File: src/logic/srcel_defines.svh
`ifndef SRCEL_DEFINES_SVH
`define SRCEL_DEFINES_SVH

// ============================================================
// Geometry
`define SRCEL_STAGES 4
`define SRCEL_STAGE_RST 4'h0
`define SRCEL_FIFO_DEPTH 16
`define SRCEL_CNT_W 5

// ============================================================
// Register map, byte addresses on the APB port
`define SRCEL_ADDR_W 12
`define SRCEL_OFF_CTRL 12'h000
`define SRCEL_OFF_CMD 12'h004
`define SRCEL_OFF_STAT 12'h008
`define SRCEL_OFF_LEVEL 12'h00C
`define SRCEL_CTRL_SRC_BIT 0
`define SRCEL_CTRL_RST 1'h0
`define SRCEL_WORD_ZERO 32'h0000_0000

// ============================================================
// Command word held in the FIFO
`define SRCEL_CMD_W 6
`define SRCEL_CMD_SER 0
`define SRCEL_CMD_PAR_LO 1
`define SRCEL_CMD_PAR_HI 4
`define SRCEL_CMD_LOAD 5
`define SRCEL_CMD_RST 6'h00

// ============================================================
// Synchronised pin bundle
`define SRCEL_PIN_W 12
`define SRCEL_PIN_RST 12'h080
`define SRCEL_PIN_STROBE 0
`define SRCEL_PIN_SER 1
`define SRCEL_PIN_PAR_LO 2
`define SRCEL_PIN_PAR_HI 5
`define SRCEL_PIN_SLOAD 6
`define SRCEL_PIN_ALOAD_N 7
`define SRCEL_PIN_FREEZE 8
`define SRCEL_PIN_SCAN_IN 9
`define SRCEL_PIN_SCAN_A 10
`define SRCEL_PIN_SCAN_B 11

`endif

File: src/logic/srcel_pkg.sv
package srcel_pkg;

    typedef enum logic [1:0]
    {
        SRCEL_BUS_IDLE = 2'h0,
        SRCEL_BUS_ACK = 2'h1
    } srcel_bus_state_t;

    typedef logic [3:0] srcel_stage_t;

endpackage : srcel_pkg

File: src/logic/srcel_mem.sv
`include "srcel_defines.svh"

module srcel_mem
    import srcel_pkg::*;
#(
    parameter int W = `SRCEL_CMD_W,
    parameter int D = `SRCEL_FIFO_DEPTH,
    parameter int AW = $clog2(`SRCEL_FIFO_DEPTH)
)
(
    input wire logic pclk,
    input wire logic presetn,
    input wire logic wr_en,
    input wire logic [AW-1:0] wr_addr,
    input wire logic [W-1:0] wr_data,
    input wire logic [AW-1:0] rd_addr,
    output logic [W-1:0] rd_data
);

    logic [W-1:0] mem_reg [D];
    logic [W-1:0] rd_data_reg;

    always_ff @(posedge pclk)
    begin
        if (wr_en)
        begin
            mem_reg[wr_addr] <= wr_data;
        end
    end

    // A write to the word being read is passed through, so a FIFO that was empty sees it one cycle later.
    always_ff @(posedge pclk or negedge presetn)
    begin
        if (!presetn)
        begin
            rd_data_reg <= W'(`SRCEL_CMD_RST);
        end
        else
        begin
            rd_data_reg <= (wr_en && wr_addr == rd_addr) ? wr_data : mem_reg[rd_addr];
        end
    end

    assign rd_data = rd_data_reg;

endmodule : srcel_mem

File: src/logic/srcel_fifo.sv
`include "srcel_defines.svh"

module srcel_fifo
    import srcel_pkg::*;
#(
    parameter int W = `SRCEL_CMD_W,
    parameter int D = `SRCEL_FIFO_DEPTH
)
(
    input wire logic pclk,
    input wire logic presetn,
    input wire logic in_valid,
    output logic in_ready,
    input wire logic [W-1:0] in_data,
    output logic out_valid,
    input wire logic out_ready,
    output logic [W-1:0] out_data,
    output logic [$clog2(D):0] level
);

    localparam int AW = $clog2(D);
    localparam logic [AW:0] FULL = (AW + 1)'(D);

    logic [AW-1:0] wr_ptr_reg;
    logic [AW-1:0] rd_ptr_reg;
    logic [AW:0] cnt_reg;
    wire push = in_valid && in_ready;
    wire pop = out_valid && out_ready;
    wire [AW-1:0] rd_ptr_next = pop ? AW'(rd_ptr_reg + 1'h1) : rd_ptr_reg;
    wire [AW:0] cnt_next = (AW + 1)'(cnt_reg + (AW + 1)'(push) - (AW + 1)'(pop));

    assign in_ready = cnt_reg != FULL;
    assign out_valid = cnt_reg != '0;
    assign level = cnt_reg;

    always_ff @(posedge pclk or negedge presetn)
    begin
        if (!presetn)
        begin
            wr_ptr_reg <= '0;
            rd_ptr_reg <= '0;
            cnt_reg <= '0;
        end
        else
        begin
            wr_ptr_reg <= push ? AW'(wr_ptr_reg + 1'h1) : wr_ptr_reg;
            rd_ptr_reg <= rd_ptr_next;
            cnt_reg <= cnt_next;
        end
    end

    srcel_mem #(
        .W(W),
        .D(D),
        .AW(AW)
    ) u_mem (
        .pclk(pclk),
        .presetn(presetn),
        .wr_en(push),
        .wr_addr(wr_ptr_reg),
        .wr_data(in_data),
        .rd_addr(rd_ptr_next),
        .rd_data(out_data)
    );

endmodule : srcel_fifo

File: src/logic/srcel_top.sv
// The address map and the APB interface to the registers are this design's own decisions.
`include "srcel_defines.svh"

module srcel_top
    import srcel_pkg::*;
(
    input wire logic pclk,
    input wire logic presetn,
    input wire logic psel,
    input wire logic penable,
    input wire logic pwrite,
    input wire logic [`SRCEL_ADDR_W-1:0] paddr,
    input wire logic [31:0] pwdata,
    output logic [31:0] prdata,
    output logic pready,
    output logic pslverr,
    input wire logic shift_strobe,
    input wire logic serial_feed,
    input wire logic [`SRCEL_STAGES-1:0] par_in,
    input wire logic sync_load,
    input wire logic async_load_n,
    input wire logic freeze_ctl,
    input wire logic scan_in,
    input wire logic scan_clk_a,
    input wire logic scan_clk_b,
    output logic [`SRCEL_STAGES-1:0] sipo_q,
    output logic [`SRCEL_STAGES-1:0] sload_q,
    output logic [`SRCEL_STAGES-1:0] aload_q,
    output logic [`SRCEL_STAGES-1:0] scan_q
);

    // ============================================================
    // Pin synchronisers
    wire [`SRCEL_PIN_W-1:0] pin_raw = {scan_clk_b, scan_clk_a, scan_in, freeze_ctl,
        async_load_n, sync_load, par_in, serial_feed, shift_strobe};
    wire [`SRCEL_PIN_W-1:0] pin_s;
    localparam logic [`SRCEL_PIN_W-1:0] PIN_RST = `SRCEL_PIN_RST;

    genvar gi;
    generate
        for (gi = 0; gi < `SRCEL_PIN_W; gi++)
        begin : g_sync
            logic meta_reg;
            logic sync_reg;
            // The load pin idles high so that reset does not look like a parallel load.
            always_ff @(posedge pclk or negedge presetn)
            begin
                if (!presetn)
                begin
                    meta_reg <= PIN_RST[gi];
                    sync_reg <= PIN_RST[gi];
                end
                else
                begin
                    meta_reg <= pin_raw[gi];
                    sync_reg <= meta_reg;
                end
            end
            assign pin_s[gi] = sync_reg;
        end
    endgenerate

    wire strobe_s = pin_s[`SRCEL_PIN_STROBE];
    wire ser_s = pin_s[`SRCEL_PIN_SER];
    wire [`SRCEL_STAGES-1:0] par_s = pin_s[`SRCEL_PIN_PAR_HI:`SRCEL_PIN_PAR_LO];
    wire sload_s = pin_s[`SRCEL_PIN_SLOAD];
    wire aload_n_s = pin_s[`SRCEL_PIN_ALOAD_N];
    wire freeze_s = pin_s[`SRCEL_PIN_FREEZE];
    wire scan_in_s = pin_s[`SRCEL_PIN_SCAN_IN];
    wire scan_a_s = pin_s[`SRCEL_PIN_SCAN_A];
    wire scan_b_s = pin_s[`SRCEL_PIN_SCAN_B];

    // ============================================================
    // Edge detection
    logic strobe_d_reg;
    logic scan_a_d_reg;
    logic scan_b_d_reg;

    always_ff @(posedge pclk or negedge presetn)
    begin
        if (!presetn)
        begin
            strobe_d_reg <= 1'h0;
            scan_a_d_reg <= 1'h0;
            scan_b_d_reg <= 1'h0;
        end
        else
        begin
            strobe_d_reg <= strobe_s;
            scan_a_d_reg <= scan_a_s;
            scan_b_d_reg <= scan_b_s;
        end
    end

    wire fall = strobe_d_reg && !strobe_s;
    wire a_rise = scan_a_s && !scan_a_d_reg;
    wire b_rise = scan_b_s && !scan_b_d_reg;

    // ============================================================
    // Command FIFO and source selection
    logic ctrl_reg;
    logic acc;
    wire hit_cmd;
    wire fifo_in_ready;
    wire fifo_out_valid;
    wire [`SRCEL_CMD_W-1:0] fifo_out;
    wire [`SRCEL_CNT_W-1:0] fifo_level;

    // Commands drain only on strobe edges, so a slow strobe lets the FIFO fill and stall the bus.
    srcel_fifo #(
        .W(`SRCEL_CMD_W),
        .D(`SRCEL_FIFO_DEPTH)
    ) u_fifo (
        .pclk(pclk),
        .presetn(presetn),
        .in_valid(acc && pwrite && hit_cmd),
        .in_ready(fifo_in_ready),
        .in_data(pwdata[`SRCEL_CMD_W-1:0]),
        .out_valid(fifo_out_valid),
        .out_ready(fall && ctrl_reg),
        .out_data(fifo_out),
        .level(fifo_level)
    );

    // With the FIFO selected but empty, the pins feed the cells so no edge is lost.
    wire use_fifo = ctrl_reg && fifo_out_valid;
    wire sel_ser = use_fifo ? fifo_out[`SRCEL_CMD_SER] : ser_s;
    wire [`SRCEL_STAGES-1:0] sel_par = use_fifo ? fifo_out[`SRCEL_CMD_PAR_HI:`SRCEL_CMD_PAR_LO] : par_s;
    wire sel_load = use_fifo ? fifo_out[`SRCEL_CMD_LOAD] : sload_s;

    // ============================================================
    // Serial-in parallel-out cell
    srcel_stage_t sipo_reg;
    srcel_stage_t sipo_next;
    srcel_stage_t sload_reg;
    srcel_stage_t sload_next;
    srcel_stage_t aload_reg;
    srcel_stage_t aload_next;
    srcel_stage_t scan_reg;
    srcel_stage_t scan_next;
    srcel_stage_t scan_mst_reg;

    assign sipo_next = fall ? {sipo_reg[2:0], sel_ser} : sipo_reg;

    // ============================================================
    // Synchronous-load cell
    wire [`SRCEL_STAGES-1:0] sload_shift = {sload_reg[2:0], sel_ser};
    wire [`SRCEL_STAGES-1:0] sload_pick = sel_load ? sel_par : sload_shift;

    assign sload_next = fall ? sload_pick : sload_reg;

    // ============================================================
    // Asynchronous-load cell
    // The load acts every pclk cycle while low, so after the synchroniser it follows par_in
    // with a fixed latency instead of a true transparent path.
    wire [`SRCEL_STAGES-1:0] aload_shift = {aload_reg[2:0], sel_ser};
    wire [`SRCEL_STAGES-1:0] aload_clk = fall ? aload_shift : aload_reg;

    assign aload_next = !aload_n_s ? par_s : aload_clk;

    // ============================================================
    // Scan cell
    // Scan clock A captures the shifted pattern into a master stage and B transfers it, so
    // the two clocks must not rise together; freeze_ctl blocks only the shift strobe.
    wire scan_run = fall && !freeze_s;
    wire [`SRCEL_STAGES-1:0] scan_shift = {scan_reg[2:0], sel_ser};
    wire [`SRCEL_STAGES-1:0] scan_clk = scan_run ? scan_shift : scan_reg;

    assign scan_next = b_rise ? scan_mst_reg : scan_clk;

    // ============================================================
    // Stage registers
    always_ff @(posedge pclk or negedge presetn)
    begin
        if (!presetn)
        begin
            sipo_reg <= `SRCEL_STAGE_RST;
            sload_reg <= `SRCEL_STAGE_RST;
            aload_reg <= `SRCEL_STAGE_RST;
        end
        else
        begin
            sipo_reg <= sipo_next;
            sload_reg <= sload_next;
            aload_reg <= aload_next;
        end
    end

    always_ff @(posedge pclk or negedge presetn)
    begin
        if (!presetn)
        begin
            scan_reg <= `SRCEL_STAGE_RST;
            scan_mst_reg <= `SRCEL_STAGE_RST;
        end
        else
        begin
            scan_reg <= scan_next;
            scan_mst_reg <= a_rise ? {scan_reg[2:0], scan_in_s} : scan_mst_reg;
        end
    end

    assign sipo_q = sipo_reg;
    assign sload_q = sload_reg;
    assign aload_q = aload_reg;
    assign scan_q = scan_reg;

    // ============================================================
    // APB slave
    srcel_bus_state_t bus_reg;
    srcel_bus_state_t bus_next;
    logic pready_reg;
    logic pslverr_reg;
    logic [31:0] prdata_reg;

    wire hit_ctrl = paddr == `SRCEL_OFF_CTRL;
    assign hit_cmd = paddr == `SRCEL_OFF_CMD;
    wire hit_stat = paddr == `SRCEL_OFF_STAT;
    wire hit_level = paddr == `SRCEL_OFF_LEVEL;
    wire hit_any = hit_ctrl || hit_cmd || hit_stat || hit_level;
    wire cmd_stall = pwrite && hit_cmd && !fifo_in_ready;
    wire req = psel && penable && bus_reg == SRCEL_BUS_IDLE;
    wire take = req && !cmd_stall;

    assign acc = psel && penable && bus_reg == SRCEL_BUS_ACK;

    wire [31:0] rd_word = hit_ctrl ? 32'(ctrl_reg) :
        hit_stat ? {16'h0000, scan_reg, aload_reg, sload_reg, sipo_reg} :
        hit_level ? 32'(fifo_level) : `SRCEL_WORD_ZERO;

    always_comb
    begin
        case (bus_reg)
            SRCEL_BUS_IDLE: bus_next = take ? SRCEL_BUS_ACK : SRCEL_BUS_IDLE;
            SRCEL_BUS_ACK: bus_next = SRCEL_BUS_IDLE;
            default: bus_next = SRCEL_BUS_IDLE;
        endcase
    end

    always_ff @(posedge pclk or negedge presetn)
    begin
        if (!presetn)
        begin
            bus_reg <= SRCEL_BUS_IDLE;
            pready_reg <= 1'h0;
        end
        else
        begin
            bus_reg <= bus_next;
            pready_reg <= take;
        end
    end

    always_ff @(posedge pclk or negedge presetn)
    begin
        if (!presetn)
        begin
            prdata_reg <= `SRCEL_WORD_ZERO;
            pslverr_reg <= 1'h0;
        end
        else if (take)
        begin
            prdata_reg <= pwrite ? `SRCEL_WORD_ZERO : rd_word;
            pslverr_reg <= !hit_any;
        end
    end

    always_ff @(posedge pclk or negedge presetn)
    begin
        if (!presetn)
        begin
            ctrl_reg <= `SRCEL_CTRL_RST;
        end
        else if (acc && pwrite && hit_ctrl)
        begin
            ctrl_reg <= pwdata[`SRCEL_CTRL_SRC_BIT];
        end
    end

    assign prdata = prdata_reg;
    assign pready = pready_reg;
    assign pslverr = pslverr_reg;
endmodule : srcel_top

File: config.mk
export PLATFORM = sky130hd
export DESIGN_NAME = srcel_top
export DESIGN_NICKNAME = d
export VERILOG_FILES = /design/src/logic/srcel_pkg.sv /design/src/logic/srcel_mem.sv /design/src/logic/srcel_fifo.sv /design/src/logic/srcel_top.sv
export VERILOG_INCLUDE_DIRS = /design/src /design/src/logic
export SDC_FILE = /design/constraint.sdc
export NUM_CORES = 1
export LEC_CHECK = 0
export BUFFER_PORTS_ARGS = -buffer_cell sky130_fd_sc_hd__buf_2
export CAP_MARGIN = 15
export CORE_UTILIZATION = 30
export DETAILED_ROUTE_END_ITERATION = 6
export GPL_TIMING_DRIVEN = 0
export PLACE_DENSITY = 0.56
export REMOVE_ABC_BUFFERS = 1
export SLEW_MARGIN = 20
export SYNTH_ARGS = -nofsm -noshare
export SYNTH_HDL_FRONTEND = slang
export SYNTH_SLANG_ARGS = --single-unit
File: constraint.sdc
create_clock -name pclk -period 8.67 [get_ports pclk]
set_clock_uncertainty 0.15 [all_clocks]
set_input_delay 1.734 -clock pclk [delete_from_list [all_inputs] [get_ports pclk]]
set_output_delay 1.734 -clock pclk [all_outputs]
set_load 0.1 [all_outputs]
==> impl_results.md <==
- Critical Path Sink Type: flip-flop
- Relative slew slack: 29.2%
- TritonCTS Buffers: 17
- Final min period: 4.59 ns
- Sequential share of the synthesized area: 60.9%
- VDD IR max: 0.000129 V
- DR vias/cell: 5.00
- CP max FO: 17
- Core area: 27000 um^2
- Total wire length: 17200 um
- Io pins: 111
- CTS Sinks: 182
- Asr flop ratio synth: 47.3%
- Ratio of cells with drive above 1 in the final layout: 30.1%
- Busiest layer in global routing: met2
- RSZ-0062 raised after global routing: no
- Overall Global Routing Usage: 12.8%
- Slew of the pin with the lowest slew margin: 1.05 ns
- Post-synth EDFFs: 96
- Worst path required time: 8.57 ns
- FF-to-FF Start: u_fifo.level[2]$_DFF_PN0_
- Register share of total power: 50.3%
- Cells after Synth: 537
- Vias in the first global route: 5008
- Crit start category: input port
- Cell Int Power: 1.39 mW
- Post-CTS Setup Inserts: 0
- Final count of hold timing violations: 0
- Clock latency at the later pin of the worst-skew pair: 0.43 ns
- Switching part of the total: 28.3%
- M3 GR Usage: 3.06%
- Kind of critical path: in2reg
- # setup viols final: 0
- Pwr dens: 204 nW/um^2
- FMAX: 218 MHz
- Met1 Usage GRT: 16.1%
- Final Max Slew Viols: 0
- First-pass GRT wire length: 27200 um
- DIE WIDTH: 168 um
- CTS resizes: 0
- Number of remaining DRC errors: 0
- Syn. warnings: 0
- Placement Rows: 60
- Reg area: 5040 um^2
- First drt pass iteration count: 5
- Antenna violations before repair: 0
- Synthesis-to-finish area growth: 14.8%
- Max reg flops: 96
- Hold wc startpoint: g_sync[10].meta_reg$_DFF_PN0_
- Gr ovfl total: 0
- Diodes inserted: 0
- Arrival @ worst endpoint: 4.49 ns
- Net switching power: 0.547 mW
- Hold_buf cts: 0
- # nets final: 671
- Post-route core utilization: 35.1%
- DRT iter0 DRCs: 322
- Max Cap Violations: 0
- Multi-input gate area: 2980 um^2
- Vias: 4760
- Comb pwr share: 11.9%
- Crit path from: paddr[7]
- Clock power frac: 37.8%
- Grt met2 use: 21.4%
- H-Tree Depth: 4
- HPWL after DPL: 11900 um
- CTS tree: built
- Largest net degree at the start of global routing: 46
- Antenna Nets Post-Route: 0
- Setup TNS: 0 ns
- Leak: 3.74 nW
- Drt wl/cell: 18.1 um
- Clk root buf: clkbuf_16
- Flip-flop and latch count after synthesis: 182
- Top_reg_cell synth: edfxtp_1
- # fillers: 2576
- I/O Buffers: 68
- Mapped cell area: 8270 um^2
- Initial core utilization: 30.6%
- Mapped Avg Cell Area: 15.4 um^2
- Post-synthesis cell type count: 54
- Hold crit path type: reg2reg
- Final GP Congestion: 0.770
- Cells after DPL: 920
- CTS clk-pin slew, worst paths: 0.07 ns
- Die area: 28200 um^2
- Final Cycle Share: 53.0%
- Post-Layout Cell Count: 952
- Die height: 168 um
- Outcome: finished clean
- Clk buf depth: 2
==> cell type report <==
type | count | share of cell area (%)
well taps | 341 | 4.49
clock buffers | 19 | 4.56
flip-flops and latches | 182 | 53.1
multi-input cells | 306 | 31.4
inverters | 19 | 0.751
repair buffers | 72 | 4.38
clock inverters | 13 | 1.29
==> per-layer routing <==
layer | share of wire, % | wire, um
met1 | 45 | 7740
met2 | 49 | 8450
met3 | 3.9 | 667
met4 | 1.9 | 330
met5 | 0 | 0
==> logic make-up after synthesis <==
| kind of cell | Yosys count | share of synthesized area, % |
|---|---|---|
| adder cells (fa/ha/maj) | 12 | 1.91 |
| flip-flops | 182 | 60.9 |
| AO/OA/AOI/OAI | 59 | 5.22 |
| multiplexers | 90 | 18.9 |
| AND/OR/NAND/NOR | 112 | 7.31 |
| other | 1 | 0.0453 |
| XOR/XNOR | 17 | 1.80 |
| buffers and inverters | 64 | 3.96 |
==> critical path, cell delays in order <==
cell	delay, ns
buf_2	0.09
nor4_1	0.26
nand3_1	0.33
nor4_4	0.91
nand2_1	0.25
nor3b_1	0.90
==> cell usage in the layout, fill, tap and decap left out, types with 5 or more instances in the layout <==
master and count:
a221oi_1 6, a22o_1 11, a31oi_1 5, and2_1 7, and3_1 10, buf_2 68, clkbuf_16 17, clkinvlp_4 5
conb_1 16, dfrtp_1 82, edfxtp_1 96, ha_1 10, inv_1 19, mux2_2 18, mux2_4 7, mux2i_1 17
mux4_2 48, nand2_1 39, nand3_1 5, nor2_1 18, o21ai_0 7, o22ai_1 9, xnor2_1 15
==> power by group through the flow <==
stage                     clock network, mW  registers, mW  logic (mW)
final                                 0.729          0.972       0.231
after global routing                  0.777          0.976       0.244
after floorplan                           0           1.08      0.0769
after detailed placement                  0          0.990       0.232
after CTS                             0.748          0.972       0.233
after global placement                    0          0.988       0.227
==> stage by stage <==
step                instance area, um^2  setup slack, ns  power (mW)  hold WS [ns]
CTS                                9490             4.07        1.95         0.198
floorplan                          8070             4.32        1.16         0.181
global placement                   8840             3.26        1.21         0.185
global route                       9490             3.80        2.00         0.210
finish                             9490             4.08        1.93         0.194
detailed placement                 8940             3.61        1.22         0.186
==> cell usage after synthesis (all sizes together), types with 2 or more instances <==
| cell type | n | area, um^2 |
|---|---|---|
| edfxtp | 96 | 2880 |
| dfrtp | 84 | 2100 |
| mux4 | 48 | 1080 |
| nand2 | 39 | 146 |
| buf | 31 | 204 |
| mux2 | 25 | 308 |
| inv | 19 | 71.3 |
| nor2 | 18 | 67.6 |
| mux2i | 17 | 170 |
| xnor2 | 15 | 131 |
| clkbuf | 14 | 52.6 |
| a22o | 11 | 96.3 |
| ha | 11 | 138 |
| and3 | 10 | 62.6 |
| o22ai | 9 | 56.3 |
| o21ai | 8 | 40.0 |
| and2 | 7 | 43.8 |
| a221oi | 6 | 52.6 |
| nand3 | 6 | 42.5 |
| a31oi | 5 | 31.3 |
| nor4 | 5 | 37.5 |
| a222oi | 4 | 40.0 |
| nand2b | 4 | 25.0 |
| nor2b | 4 | 25.0 |
| a21oi | 3 | 15.0 |
| nand3b | 3 | 22.5 |
| o31ai | 3 | 22.5 |
| a211oi | 2 | 15.0 |
| a21o | 2 | 15.0 |
| a22oi | 2 | 15.0 |
| and4 | 2 | 17.5 |
| dfstp | 2 | 52.6 |
| nand4 | 2 | 12.5 |
| nand4b | 2 | 17.5 |
| nor3 | 2 | 10.0 |
| nor3b | 2 | 15.0 |
| nor4b | 2 | 17.5 |
| xor2 | 2 | 17.5 |
==> worst paths after layout <==
path / end / slack [ns] / depth (start not counted)
setup / recovery: u_fifo.u_mem.mem_reg[7][3]$_DFFE_PP_ / 4.08 / 6
hold / removal: g_sync[10].sync_reg$_DFF_PN0_ / 0.19 / 0
setup reg to reg: u_fifo.level[4]$_DFF_PN0_ / 5.09 / 15
hold reg to reg: g_sync[10].sync_reg$_DFF_PN0_ / 0.19 / 0
max in group asynchronous: aload_n_s$_DFF_PN1_ / 6.55 / 2
min in group asynchronous: prdata[2]$_DFFE_PN0N_ / 1.15 / 1
(Power assumes the default switching activity.)
